<file path="config.mk">
export PLATFORM = sky130hd
export DESIGN_NAME = sci_device_flat
export DESIGN_NICKNAME = d
export VERILOG_FILES = /design/src/hdl/sci_pkg.sv /design/src/hdl/sci_if.sv /design/src/hdl/sci_sync.sv /design/src/hdl/sci_device.sv /design/src/flat_wrapper.sv
export SDC_FILE = /design/constraint.sdc
export NUM_CORES = 1
export LEC_CHECK = 0
export BUFFER_PORTS_ARGS = -buffer_cell sky130_fd_sc_hd__buf_2
export CORE_ASPECT_RATIO = 1.25
export CORE_MARGIN = 1
export CORE_UTILIZATION = 55
export DETAILED_ROUTE_END_ITERATION = 6
export MAX_ROUTING_LAYER = met4
export PLACE_DENSITY = 0.88
export SETUP_SLACK_MARGIN = 0.2
export SLEW_MARGIN = 30
export SYNTH_ARGS = -nofsm -noshare
export SYNTH_HDL_FRONTEND = slang
export SYNTH_SLANG_ARGS = --single-unit
export TNS_END_PERCENT = 10
</file>
<file path="constraint.sdc">
create_clock -name hclk -period 6.24 [get_ports hclk]
set_clock_uncertainty 0.05 [all_clocks]
set_input_delay 0.936 -clock hclk [delete_from_list [all_inputs] [get_ports hclk]]
set_output_delay 0.936 -clock hclk [all_outputs]
set_load 0.02 [all_outputs]
</file>
<file path="src/hdl/sci_pkg.sv">
// constants shared by the serial control port ends
package sci_pkg;
	// bus addresses of the register groups
	localparam logic [7:0] BUS_FUNC_WR = 8'hE8;
	localparam logic [7:0] BUS_CS_WR = 8'hE9;
	localparam logic [7:0] BUS_EVT_RD = 8'hEA;
	localparam logic [7:0] BUS_RATE_RD = 8'hEB;
	localparam logic [7:0] BUS_CS_RD = 8'hEC;
	localparam logic [7:0] BUS_PC_RD = 8'hED;
	// command addresses inside the function group
	localparam logic [3:0] CMD_SYSTEM = 4'h0;
	localparam logic [3:0] CMD_IRQ_SEL = 4'h8;
	localparam logic [3:0] CMD_AUX_PORT = 4'hA;
	// bit positions inside the data byte (DI8 is bit 0)
	localparam int SYS_RDDIS_BIT = 1;
	localparam int SYS_SHAPE_BIT = 3;
	localparam int SYS_RXRUN_BIT = 4;
	localparam int SYS_TXRUN_BIT = 5;
	// event source positions (DO8 is bit 0)
	localparam int EVT_FAULT = 0;
	localparam int EVT_NONPCM = 4;
	// frame lengths
	localparam logic [4:0] ADDR_BITS = 5'h08;
	localparam logic [4:0] WORD_BITS = 5'h10;
	// interrupt pulse length in half-fs ticks
	localparam logic [1:0] IRQ_PULSE_TICKS = 2'h2;
	// reset values
	localparam logic [7:0] IRQ_SEL_RST = 8'h00;
	localparam logic [3:0] AUX_OUT_RST = 4'h0;
	// link bit timing of the host, in hclk cycles
	localparam logic [3:0] LINK_HALF_CYC = 4'h8;
	localparam logic [3:0] LINK_BIT_LAST = 4'hF;
	// host register offsets on the AHB-Lite bus
	localparam logic [7:0] REG_BUS_ADDR = 8'h00;
	localparam logic [7:0] REG_WORD = 8'h04;
	localparam logic [7:0] REG_GO = 8'h08;
	localparam logic [7:0] REG_STATUS = 8'h0C;
	localparam logic [7:0] REG_READ = 8'h10;
endpackage : sci_pkg

</file>
<file path="src/hdl/sci_if.sv">
// four-wire serial control link between host and device
`timescale 1ns/10ps
`default_nettype none
interface sci_if;
	logic serial_shift_clock;
	logic serial_enable;
	logic serial_in;
	logic serial_out;
	logic serial_out_oe;
	logic irq_n;
	logic serial_out_line;
	// floating readback line is pulled high
	assign serial_out_line = serial_out_oe ? serial_out : 1'b1;
	modport dev (
		input serial_shift_clock,
		input serial_enable,
		input serial_in,
		output serial_out,
		output serial_out_oe,
		output irq_n
	);
	modport host (
		output serial_shift_clock,
		output serial_enable,
		output serial_in,
		input serial_out_line,
		input irq_n
	);
endinterface : sci_if
`default_nettype wire

</file>
<file path="src/hdl/sci_sync.sv">
// two-flop synchroniser with edge detection
`timescale 1ns/10ps
`default_nettype none
module sci_sync (
	input wire logic hclk,
	input wire logic hresetn,
	input wire logic d,
	output logic level,
	output logic rise,
	output logic fall
);
	logic s1_reg;
	logic s2_reg;
	logic s3_reg;
	always_ff @(posedge hclk or negedge hresetn) begin
		if (!hresetn) begin
			s1_reg <= 1'b0;
			s2_reg <= 1'b0;
			s3_reg <= 1'b0;
		end else begin
			s1_reg <= d;
			s2_reg <= s1_reg;
			s3_reg <= s2_reg;
		end
	end
	assign level = s2_reg;
	assign rise = s2_reg & ~s3_reg;
	assign fall = ~s2_reg & s3_reg;
endmodule : sci_sync
`default_nettype wire

</file>
<file path="src/hdl/sci_device.sv">
// device end of the serial control port with interrupt and aux port
//
// Register access over AHB-Lite was chosen for this implementation.
`timescale 1ns/10ps
`default_nettype none
module sci_device
	import sci_pkg::*;
(
	input wire logic hclk,
	input wire logic hresetn,
	sci_if.dev link,
	input wire logic [1:0] chip_addr_strap,
	input wire logic fs2_tick,
	input wire logic receive_fault_flag,
	input wire logic input_activity,
	input wire logic [3:0] rate_code,
	input wire logic [47:0] chanstat,
	input wire logic nonaudio_flag,
	input wire logic burst_info_evt,
	input wire logic slip_evt,
	input wire logic emphasis_flag,
	input wire logic [15:0] burst_pc,
	input wire logic port_direction_sel,
	input wire logic [3:0] aux_port_in,
	output logic [3:0] aux_port_out,
	output logic [3:0] aux_port_oe,
	output logic tx_run,
	output logic rx_run,
	output logic [7:0] cs_wr_byte,
	output logic [3:0] cs_wr_index,
	output logic cs_wr_strobe
);
	logic ck_rise;
	logic ck_fall;
	logic ce_lvl;
	logic ce_rise;
	logic ce_fall;
	logic din_lvl;
	sci_sync u_ck (.hclk(hclk), .hresetn(hresetn), .d(link.serial_shift_clock),
		.level(), .rise(ck_rise), .fall(ck_fall));
	sci_sync u_ce (.hclk(hclk), .hresetn(hresetn), .d(link.serial_enable),
		.level(ce_lvl), .rise(ce_rise), .fall(ce_fall));
	sci_sync u_di (.hclk(hclk), .hresetn(hresetn), .d(link.serial_in),
		.level(din_lvl), .rise(), .fall());

	// pin inputs: strap, direction and aux lines
	logic [6:0] pin_s1_reg;
	logic [6:0] pin_s2_reg;
	always_ff @(posedge hclk or negedge hresetn) begin
		if (!hresetn) begin
			pin_s1_reg <= 7'h00;
			pin_s2_reg <= 7'h00;
		end else begin
			pin_s1_reg <= {chip_addr_strap, port_direction_sel, aux_port_in};
			pin_s2_reg <= pin_s1_reg;
		end
	end
	wire [1:0] strap_s = pin_s2_reg[6:5];
	wire dir_in_s = pin_s2_reg[4];
	wire [3:0] aux_in_s = pin_s2_reg[3:0];

	// serial shift state
	logic [7:0] addr_sh_reg;
	logic [15:0] word_sh_reg;
	logic [4:0] bit_cnt_reg;
	logic [15:0] rd_sh_reg;
	logic rd_active_reg;
	wire [7:0] bus_addr = {addr_sh_reg[3:0], addr_sh_reg[7:4]};
	wire [1:0] word_chip = word_sh_reg[1:0];
	wire [1:0] word_rsvd = word_sh_reg[3:2];
	wire [3:0] word_cmd = word_sh_reg[7:4];
	wire [7:0] word_data = word_sh_reg[15:8];
	wire is_func_wr = bus_addr == BUS_FUNC_WR;
	wire is_cs_wr = bus_addr == BUS_CS_WR;
	wire is_evt_rd = bus_addr == BUS_EVT_RD;
	wire is_rate_rd = bus_addr == BUS_RATE_RD;
	wire is_cs_rd = bus_addr == BUS_CS_RD;
	wire is_pc_rd = bus_addr == BUS_PC_RD;
	wire is_read = is_evt_rd | is_rate_rd | is_cs_rd | is_pc_rd;
	wire word_ok = (bit_cnt_reg == WORD_BITS) && (word_chip == strap_s)
		&& (word_rsvd == 2'h0);
	wire commit = ce_fall & word_ok;
	wire func_commit = commit & is_func_wr;
	wire evt_read = ce_rise & is_evt_rd;

	// configuration
	logic irq_shape_sel_reg;
	logic readout_disable_reg;
	logic [7:0] irq_sel_reg;
	logic [3:0] aux_val_reg;
	always_ff @(posedge hclk or negedge hresetn) begin
		if (!hresetn) begin
			irq_shape_sel_reg <= 1'b0;
			readout_disable_reg <= 1'b0;
			tx_run <= 1'b0;
			rx_run <= 1'b0;
			irq_sel_reg <= IRQ_SEL_RST;
			aux_val_reg <= AUX_OUT_RST;
		end else if (func_commit) begin
			if (word_cmd == CMD_SYSTEM) begin
				irq_shape_sel_reg <= word_data[SYS_SHAPE_BIT];
				readout_disable_reg <= word_data[SYS_RDDIS_BIT];
				tx_run <= word_data[SYS_TXRUN_BIT];
				rx_run <= word_data[SYS_RXRUN_BIT];
			end
			if (word_cmd == CMD_IRQ_SEL) begin
				irq_sel_reg <= word_data;
			end
			if (word_cmd == CMD_AUX_PORT) begin
				aux_val_reg <= word_data[7:4];
			end
		end
	end

	// channel-status write group
	always_ff @(posedge hclk or negedge hresetn) begin
		if (!hresetn) begin
			cs_wr_byte <= 8'h00;
			cs_wr_index <= 4'h0;
			cs_wr_strobe <= 1'b0;
		end else begin
			cs_wr_strobe <= commit & is_cs_wr;
			if (commit & is_cs_wr) begin
				cs_wr_byte <= word_data;
				cs_wr_index <= word_cmd;
			end
		end
	end

	// event sources
	logic fault_prev_reg;
	logic act_prev_reg;
	logic [3:0] rate_prev_reg;
	logic [47:0] cs_prev_reg;
	logic nonpcm_prev_reg;
	logic emph_prev_reg;
	always_ff @(posedge hclk or negedge hresetn) begin
		if (!hresetn) begin
			fault_prev_reg <= 1'b0;
			act_prev_reg <= 1'b0;
			rate_prev_reg <= 4'h0;
			cs_prev_reg <= 48'h0000_0000_0000;
			nonpcm_prev_reg <= 1'b0;
			emph_prev_reg <= 1'b0;
		end else begin
			fault_prev_reg <= receive_fault_flag;
			act_prev_reg <= input_activity;
			rate_prev_reg <= rate_code;
			cs_prev_reg <= chanstat;
			nonpcm_prev_reg <= nonaudio_flag;
			emph_prev_reg <= emphasis_flag;
		end
	end
	wire [7:0] evt_now = {
		emphasis_flag ^ emph_prev_reg,
		slip_evt,
		burst_info_evt,
		nonaudio_flag ^ nonpcm_prev_reg,
		chanstat != cs_prev_reg,
		rate_code != rate_prev_reg,
		input_activity ^ act_prev_reg,
		receive_fault_flag ^ fault_prev_reg
	};
	wire [7:0] evt_hit = evt_now & irq_sel_reg;

	// pending sources, set wins over read clear
	logic [7:0] pend_reg;
	wire [7:0] pend_next = (pend_reg & ~{8{evt_read}}) | evt_hit;
	always_ff @(posedge hclk or negedge hresetn) begin
		if (!hresetn) begin
			pend_reg <= 8'h00;
		end else begin
			pend_reg <= pend_next;
		end
	end

	// pulse shaping on half-fs ticks
	logic pulse_reg;
	logic [1:0] tick_cnt_reg;
	always_ff @(posedge hclk or negedge hresetn) begin
		if (!hresetn) begin
			pulse_reg <= 1'b0;
			tick_cnt_reg <= 2'h0;
		end else if (|evt_hit) begin
			pulse_reg <= 1'b1;
			tick_cnt_reg <= 2'h0;
		end else if (pulse_reg & fs2_tick) begin
			tick_cnt_reg <= tick_cnt_reg + 2'h1;
			if (tick_cnt_reg == IRQ_PULSE_TICKS - 2'h1) begin
				pulse_reg <= 1'b0;
			end
		end
	end

	logic irq_n_reg;
	always_ff @(posedge hclk or negedge hresetn) begin
		if (!hresetn) begin
			irq_n_reg <= 1'b1;
		end else begin
			irq_n_reg <= irq_shape_sel_reg ? ~pulse_reg : ~(|pend_reg);
		end
	end
	assign link.irq_n = irq_n_reg;

	// readout words
	logic [3:0] aux_cap_reg;
	wire [7:0] evt_bits = {pend_reg[7:5], nonaudio_flag, pend_reg[3:1],
		receive_fault_flag};
	wire [15:0] evt_word = {evt_bits, 8'h00};
	wire [15:0] rate_word = {8'h00, rate_code, aux_cap_reg};
	wire [15:0] rd_word = is_evt_rd ? evt_word :
		is_rate_rd ? rate_word :
		is_cs_rd ? chanstat[15:0] : burst_pc;

	// serial framing
	always_ff @(posedge hclk or negedge hresetn) begin
		if (!hresetn) begin
			addr_sh_reg <= 8'h00;
			word_sh_reg <= 16'h0000;
			bit_cnt_reg <= 5'h00;
			rd_sh_reg <= 16'h0000;
			rd_active_reg <= 1'b0;
		end else begin
			if (ce_rise) begin
				bit_cnt_reg <= 5'h00;
				word_sh_reg <= 16'h0000;
				rd_active_reg <= is_read;
				rd_sh_reg <= rd_word;
			end else if (ce_fall) begin
				rd_active_reg <= 1'b0;
			end else if (ck_rise & ~ce_lvl) begin
				addr_sh_reg <= {din_lvl, addr_sh_reg[7:1]};
			end else if (ck_rise & ce_lvl & (bit_cnt_reg != WORD_BITS)) begin
				word_sh_reg <= {din_lvl, word_sh_reg[15:1]};
				bit_cnt_reg <= bit_cnt_reg + 5'h01;
			end else if (ck_fall & ce_lvl & rd_active_reg) begin
				rd_sh_reg <= {1'b0, rd_sh_reg[15:1]};
			end
		end
	end

	logic so_reg;
	logic so_oe_reg;
	always_ff @(posedge hclk or negedge hresetn) begin
		if (!hresetn) begin
			so_reg <= 1'b0;
			so_oe_reg <= 1'b0;
		end else begin
			so_reg <= rd_sh_reg[0];
			so_oe_reg <= rd_active_reg & ce_lvl & ~ce_fall & ~readout_disable_reg;
		end
	end
	assign link.serial_out = so_reg;
	assign link.serial_out_oe = so_oe_reg;

	// aux port
	logic [3:0] aux_out_reg;
	logic [3:0] aux_oe_reg;
	always_ff @(posedge hclk or negedge hresetn) begin
		if (!hresetn) begin
			aux_out_reg <= AUX_OUT_RST;
			aux_oe_reg <= 4'h0;
			aux_cap_reg <= 4'h0;
		end else begin
			aux_out_reg <= aux_val_reg;
			aux_oe_reg <= {4{~dir_in_s}};
			if (dir_in_s) begin
				aux_cap_reg <= aux_in_s;
			end
		end
	end
	assign aux_port_out = aux_out_reg;
	assign aux_port_oe = aux_oe_reg;
endmodule : sci_device
`default_nettype wire

</file>
<file path="src/flat_wrapper.sv">
// flat-port wrapper written by rule: the top's interface ports become plain ports
module sci_device_flat import sci_pkg::*;
  (hclk, hresetn, chip_addr_strap, fs2_tick, receive_fault_flag, input_activity, rate_code, chanstat, nonaudio_flag, burst_info_evt, slip_evt, emphasis_flag, burst_pc, port_direction_sel, aux_port_in, aux_port_out, aux_port_oe, tx_run, rx_run, cs_wr_byte, cs_wr_index, cs_wr_strobe, link_serial_shift_clock, link_serial_enable, link_serial_in, link_serial_out, link_serial_out_oe, link_irq_n);
  sci_if link_i ();
  input wire logic hclk;
  input wire logic hresetn;
  input wire logic [1:0] chip_addr_strap;
  input wire logic fs2_tick;
  input wire logic receive_fault_flag;
  input wire logic input_activity;
  input wire logic [3:0] rate_code;
  input wire logic [47:0] chanstat;
  input wire logic nonaudio_flag;
  input wire logic burst_info_evt;
  input wire logic slip_evt;
  input wire logic emphasis_flag;
  input wire logic [15:0] burst_pc;
  input wire logic port_direction_sel;
  input wire logic [3:0] aux_port_in;
  output logic [3:0] aux_port_out;
  output logic [3:0] aux_port_oe;
  output logic tx_run;
  output logic rx_run;
  output logic [7:0] cs_wr_byte;
  output logic [3:0] cs_wr_index;
  output logic cs_wr_strobe;
  input wire logic [$bits(link_i.serial_shift_clock)-1:0] link_serial_shift_clock;
  input wire logic [$bits(link_i.serial_enable)-1:0] link_serial_enable;
  input wire logic [$bits(link_i.serial_in)-1:0] link_serial_in;
  output wire logic [$bits(link_i.serial_out)-1:0] link_serial_out;
  output wire logic [$bits(link_i.serial_out_oe)-1:0] link_serial_out_oe;
  output wire logic [$bits(link_i.irq_n)-1:0] link_irq_n;
  assign link_i.serial_shift_clock = link_serial_shift_clock;
  assign link_i.serial_enable = link_serial_enable;
  assign link_i.serial_in = link_serial_in;
  assign link_serial_out = link_i.serial_out;
  assign link_serial_out_oe = link_i.serial_out_oe;
  assign link_irq_n = link_i.irq_n;
  sci_device u_core (.hclk(hclk), .hresetn(hresetn), .link(link_i), .chip_addr_strap(chip_addr_strap), .fs2_tick(fs2_tick), .receive_fault_flag(receive_fault_flag), .input_activity(input_activity), .rate_code(rate_code), .chanstat(chanstat), .nonaudio_flag(nonaudio_flag), .burst_info_evt(burst_info_evt), .slip_evt(slip_evt), .emphasis_flag(emphasis_flag), .burst_pc(burst_pc), .port_direction_sel(port_direction_sel), .aux_port_in(aux_port_in), .aux_port_out(aux_port_out), .aux_port_oe(aux_port_oe), .tx_run(tx_run), .rx_run(rx_run), .cs_wr_byte(cs_wr_byte), .cs_wr_index(cs_wr_index), .cs_wr_strobe(cs_wr_strobe));
endmodule
</file>
# Word-level counts from Yosys, hierarchy flattened
# Index checks and enable logic that the tools add are counted.
# classes
n_bitwise,38
reduce_logical,18
div,0
mul,0
n_mux,24
shifts,0
n_eq_ne,17
n_lt_le_gt_ge,0
addsub,2
# ops
op,n
$mux W16,12
$eq A8 B8 Y1 const B,6
$ne A48 B48 Y1,1
$mux W5,4
$and A1 B1 Y1,17
$and A8 B8 Y8,2
$reduce_or A8 Y1,2
$not A1 Y1,10
$reduce_bool A2 Y1,5
$eq A4 B4 Y1 const B,2
$not A8 Y8,1
$or A8 B8 Y8,1
$reduce_and A2 Y1,4
$mux W1,6
$ne A2 B1 Y1 const B,3
$reduce_and A3 Y1,2
$add A5 B1 Y5 const B,1
$eq A5 B5 Y1 const B,1
$ne A5 B5 Y1 const B,1
$logic_not A4 Y1,1
$mux W2,2
$ne A4 B4 Y1,1
$reduce_and A4 Y1,1
$xor A1 B1 Y1,4
other kinds (6),9
# word_totals
mem_count,0
ram_bits,0
reg_bits,176
inputBits,87
out_inout_bits,26
latchBits,0
rom_bits,0

# Depth between registers and ports, before layout
# logic_depth
depth_word,9
depth_mapped,9

# By module
# A second synthesis with hierarchy kept.
# unflattened
cells_unflattened,512
hier_area_um2,6874.1
# by_module_without_submodules
module,n_inst,area_per_inst_um2,cells_per_inst
sci_device,1,6603.8,497
sci_sync,3,90.1,5

# Worst setup path after synthesis
# No wires, ideal clock.
# synth_path
path_type,in2reg
startpoint,input rate_code[0]
endpoint,register u_core.pulse_reg
path_stages,4
required_time_ns,6.059
slack_ns,4.065
n_path_buf,0
arrival_time_ns,1.994
cell_sequence,xor2_1 > o41ai_1 > nand3_1 > or3_1
# synth_between
elab_chain_cells,5
word_cells_on_any_way,7
cone_classes,eq/ne (1); mux (1); bitwise (1); reduce/logical (4)
# synth_lines
item,line,text
start: declaration,flat_wrapper.sv:11,input wire logic [3:0] rate_code;
$ne A4 B4 Y1 *,sci_device.sv:160,"rate_code != rate_prev_reg,"
$and A8 B8 Y8 *,sci_device.sv:164,wire [7:0] evt_hit = evt_now & irq_sel_reg;
$reduce_or A8 Y1 *,sci_device.sv:184,end else if (|evt_hit) begin
$reduce_bool A2 Y1 (no source line),--,
$reduce_and A2 Y1 (no source line),--,
end signal: assignment,sci_device.sv:182,pulse_reg <= 1'b0;
end signal: assignment,sci_device.sv:185,pulse_reg <= 1'b1;
end signal: assignment,sci_device.sv:190,pulse_reg <= 1'b0;
end: declaration,sci_device.sv:178,logic pulse_reg;
# Every way passes the cells marked *; elsewhere a longest branch is shown, timed or not.
# A chain may end at the register's enable or synchronous reset.

# Worst setup path in the final report
# layout_path
startpoint,"register u_core.u_ce.s2_reg, in the netlist u_core.u_ce.level"
endpoint,register u_core.irq_sel_reg[7]
# layout_between
elab_chain_cells,5
# layout_lines
item,line,text
start: declaration,sci_sync.sv:13,logic s2_reg;
start signal: assignment,sci_sync.sv:22,s2_reg <= s1_reg;
$not A1 Y1,sci_sync.sv:28,assign fall = ~s2_reg & s3_reg;
$and A1 B1 Y1,sci_sync.sv:28,
$and A1 B1 Y1,sci_device.sv:82,wire commit = ce_fall & word_ok;
$and A1 B1 Y1,sci_device.sv:83,wire func_commit = commit & is_func_wr;
$reduce_and A2 Y1 (no source line),--,
end signal: assignment,sci_device.sv:107,irq_sel_reg <= word_data;
end: declaration,sci_device.sv:89,logic [7:0] irq_sel_reg;
# Every way passes these cells.

==> flow_summary.ini <==
[timing]
clock.fmax_mhz = 394
setup_violations = 0
rsz0062_at_grt = no
hold_viol = 0
min_period_ps = 2540
slew_headroom_pct = 41.3
tightest_slew_ps = 874
finalMaxSlewViolations = 0
setup-tns-final_ps = 0
period_share_pct = 40.7

[outcome]
status = finished, final reports clean

[worst_setup_path]
crit-reg2reg-launch = u_core.u_ce.level$_DFF_PN0_
slowest_delay_ps = 540
worstPathMaxFanout = 8
critical_path_class = flop to flop
path_buf_inv = 1
slowest_stage = and3b_1
crit_path_end_kind = flop
startpoint = u_core.u_ce.level$_DFF_PN0_
required_ps = 6510
cp-start-kind = flop
cp_cell_sequence = inv_1 -> ha_1 -> nor3b_1 -> nand4_2 -> nor4_4 -> and3b_1 -> mux2_4
cp_data_arrival_time_ps = 2810
critPathTopFamily = simple AND/OR/NAND/NOR gates

[floorplanning]
dieHeight_um = 128
io_pins = 113
rows = 45
die_w_um = 103
core_area_um2 = 12300
die_area_um2 = 13200
start_util_pct = 57.1

[clock_network]
path_clk_slew_ps = 60
cts_hold_buf = 0
insertion_delay_ps = 440
cts_tree = yes
clk_path_buf_depth = 2
clock-sinks = 176
cts_buffers = 17
htreeDepth = 4
post_cts_resize_count = 0
cts-root-buf = clkbuf_16
cts_setup_buffers = 0

[synthesis]
syn_area_um2 = 7010
synth_top_area_cell = dfrtp_1
synth-warning-count = 0
yosysTopAreaCellShare_pct = 62.4
yosysMostFrequentCell = dfrtp_1
yosysSeqAreaShare_pct = 62.8
synth_seq_cells = 176
synthTopCellsByCount = dfrtp_1, xnor2_1, nand2_1, o21ai_0, mux2_2
ys_types = 48
ys_top_cells_by_area = dfrtp_1, xnor2_1, mux2_2, o21ai_0, mux2i_1
synth_nets = 620
synth_flop_cell = dfrtp_1
syn_avg_cell_area_um2 = 13.3
netlist_instances = 528
async_flop_share_pct = 100
synth-edff-count = 0

[final_layout]
largest_reg_flops = 48
layout.nets = 733
fill_cells = 864
antenna_cells = 0
finalInstanceArea_um2 = 8340
area_growth_pct = 18.9
seq_area_um2 = 4410
drive_gt1_share_pct = 29.7
multi_input_area_um2 = 2480

[min_path]
hp-start = u_core.u_ce.s1_reg$_DFF_PN0_
hp-class = flop to flop

[global_route]
grt_pass1_wl_um = 23500
antenna_found_initial = 0
grt.total_usage_pct = 24.6
grt_pass1_vias = 4701
gr-total-overflow = 0
grt_max_degree = 107

[flow_run]
cap_viol_max_count = 0

[pwr]
p_comb_share_pct = 9.3
vdd_ir_drop_max_uv = 208
seq_power_share_pct = 49.6
p_leak_nw = 3.93
p_total_mw = 2.62
pwr_density_cell_nw_per_um2 = 314
p_switching_uw = 643
p_int_mw = 1.98
clkPwrFrac_pct = 41.0
switching_share_pct = 24.6

[placed_design]
io_buffers = 112
dp_hpwl_um = 9880
postPlaceCellArea_um2 = 7720
gp_congestion = 0.785

[drt]
wl_per_cell_um = 17.8
totalWireLength_um = 14600
route.vias.total = 4549
drc = 0
drt_iter0_drc = 246
postRouteAntennaNets = 0
via_per_inst = 5.56
first_pass_iters = 5
through the flow:
stage | hold WS, ps | cells | util, % | setup WS, ps
after floorplan | 281 | 528 | - | 4060
after global placement | 282 | 786 | 62.8 | 3590
after detailed placement | 285 | 786 | 62.9 | 3500
after CTS | 299 | 818 | 67.9 | 3660
after global routing | 300 | 818 | 67.9 | 3460
final | 296 | 818 | 67.9 | 3700
worst register-to-register path, stage by stage (launching register included):
cell,delay [ps]
dfrtp_1,420
inv_1,90
ha_1,210
nor3b_1,240
nand4_2,210
nor4_4,320
and3b_1,540
mux2_4,350
cells in the final DEF, fill, tap and decap left out, types with 2 or more instances in the layout:
master      netlist  layout
nor4b_1           2       2
o21ai_0          33      33
or3_1             2       2
buf_2             5     111
nor4_4            2       2
o21bai_4          0       2
a22o_1            3       3
mux2i_1          16      16
nor3b_1          11      10
inv_6             0       3
nor2b_1           9       9
nor4_1            5       5
mux2_2           32      32
mux2_4            8       8
dfrtp_1         175     175
buf_4             3       2
bufinv_16         0       2
nand4_1          13      13
nand2_1          41      41
and4b_1           2       2
a21oi_1           7       7
nand3_1           8       8
clkinvlp_4        0       3
nor2_1            6       6
clkbuf_16         0      17
nand4_2           2       2
xor2_1            9       9
inv_1            11      11
clkbuf_8          0       5
ha_1              5       5
a221oi_1          8       8
o221ai_1          7       7
nand2b_1         18      18
nor3_1            2       2
xnor2_1          51      51
a211o_1           2       2
power by group through the flow:
stage                     Sequential (mW)  Combinational, mW  Clock [mW]
after floorplan                      1.29              0.157           0
after global placement               1.31              0.226           0
after detailed placement             1.32              0.243           0
after CTS                            1.30              0.247        1.09
after global routing                 1.31              0.276        1.14
final                                1.30              0.244        1.08
cells by family after synthesis:
group,synth area share [%]
compound gates,6.37
mux,9.13
simple gates,11.1
xor+xnor,7.49
fa+ha+maj,0.892
flops,62.8
buf+inv,2.18
metal layers:
metal	up-vias	wire (µm)	GRT usage [%]
met5	-	0	-
met4	0	405	10.4
met3	34	951	6.98
met2	158	7390	39.4
met1	2282	5830	29.0
li1	2075	-	-
path summary, 6_finish.rpt:
check                                                    end  slack (ps)  cells past startpoint
setup / recovery           u_core.irq_sel_reg[7]$_DFFE_PN0P_        3700                      7
hold / removal                   u_core.u_ce.level$_DFF_PN0_         300                      0
hold reg to reg                  u_core.u_ce.level$_DFF_PN0_         300                      0
setup reg to reg           u_core.irq_sel_reg[7]$_DFFE_PN0P_        3700                      7
max in group asynchronous    u_core.cs_prev_reg[0]$_DFF_PN0_        4490                      2
min in group asynchronous    u_core.cs_prev_reg[4]$_DFF_PN0_         530                      1
area by class of cell:
class	count	area share (%)
Inverter	11	0.495
Sequential cell	176	52.8
Clock buffer	22	5.81
Multi-Input combinational cell	320	29.8
Tap cell	164	2.46
Timing Repair Buffer	115	7.14
Clock inverter	10	1.47
No activity file was read; power rests on OpenSTA's default activity.
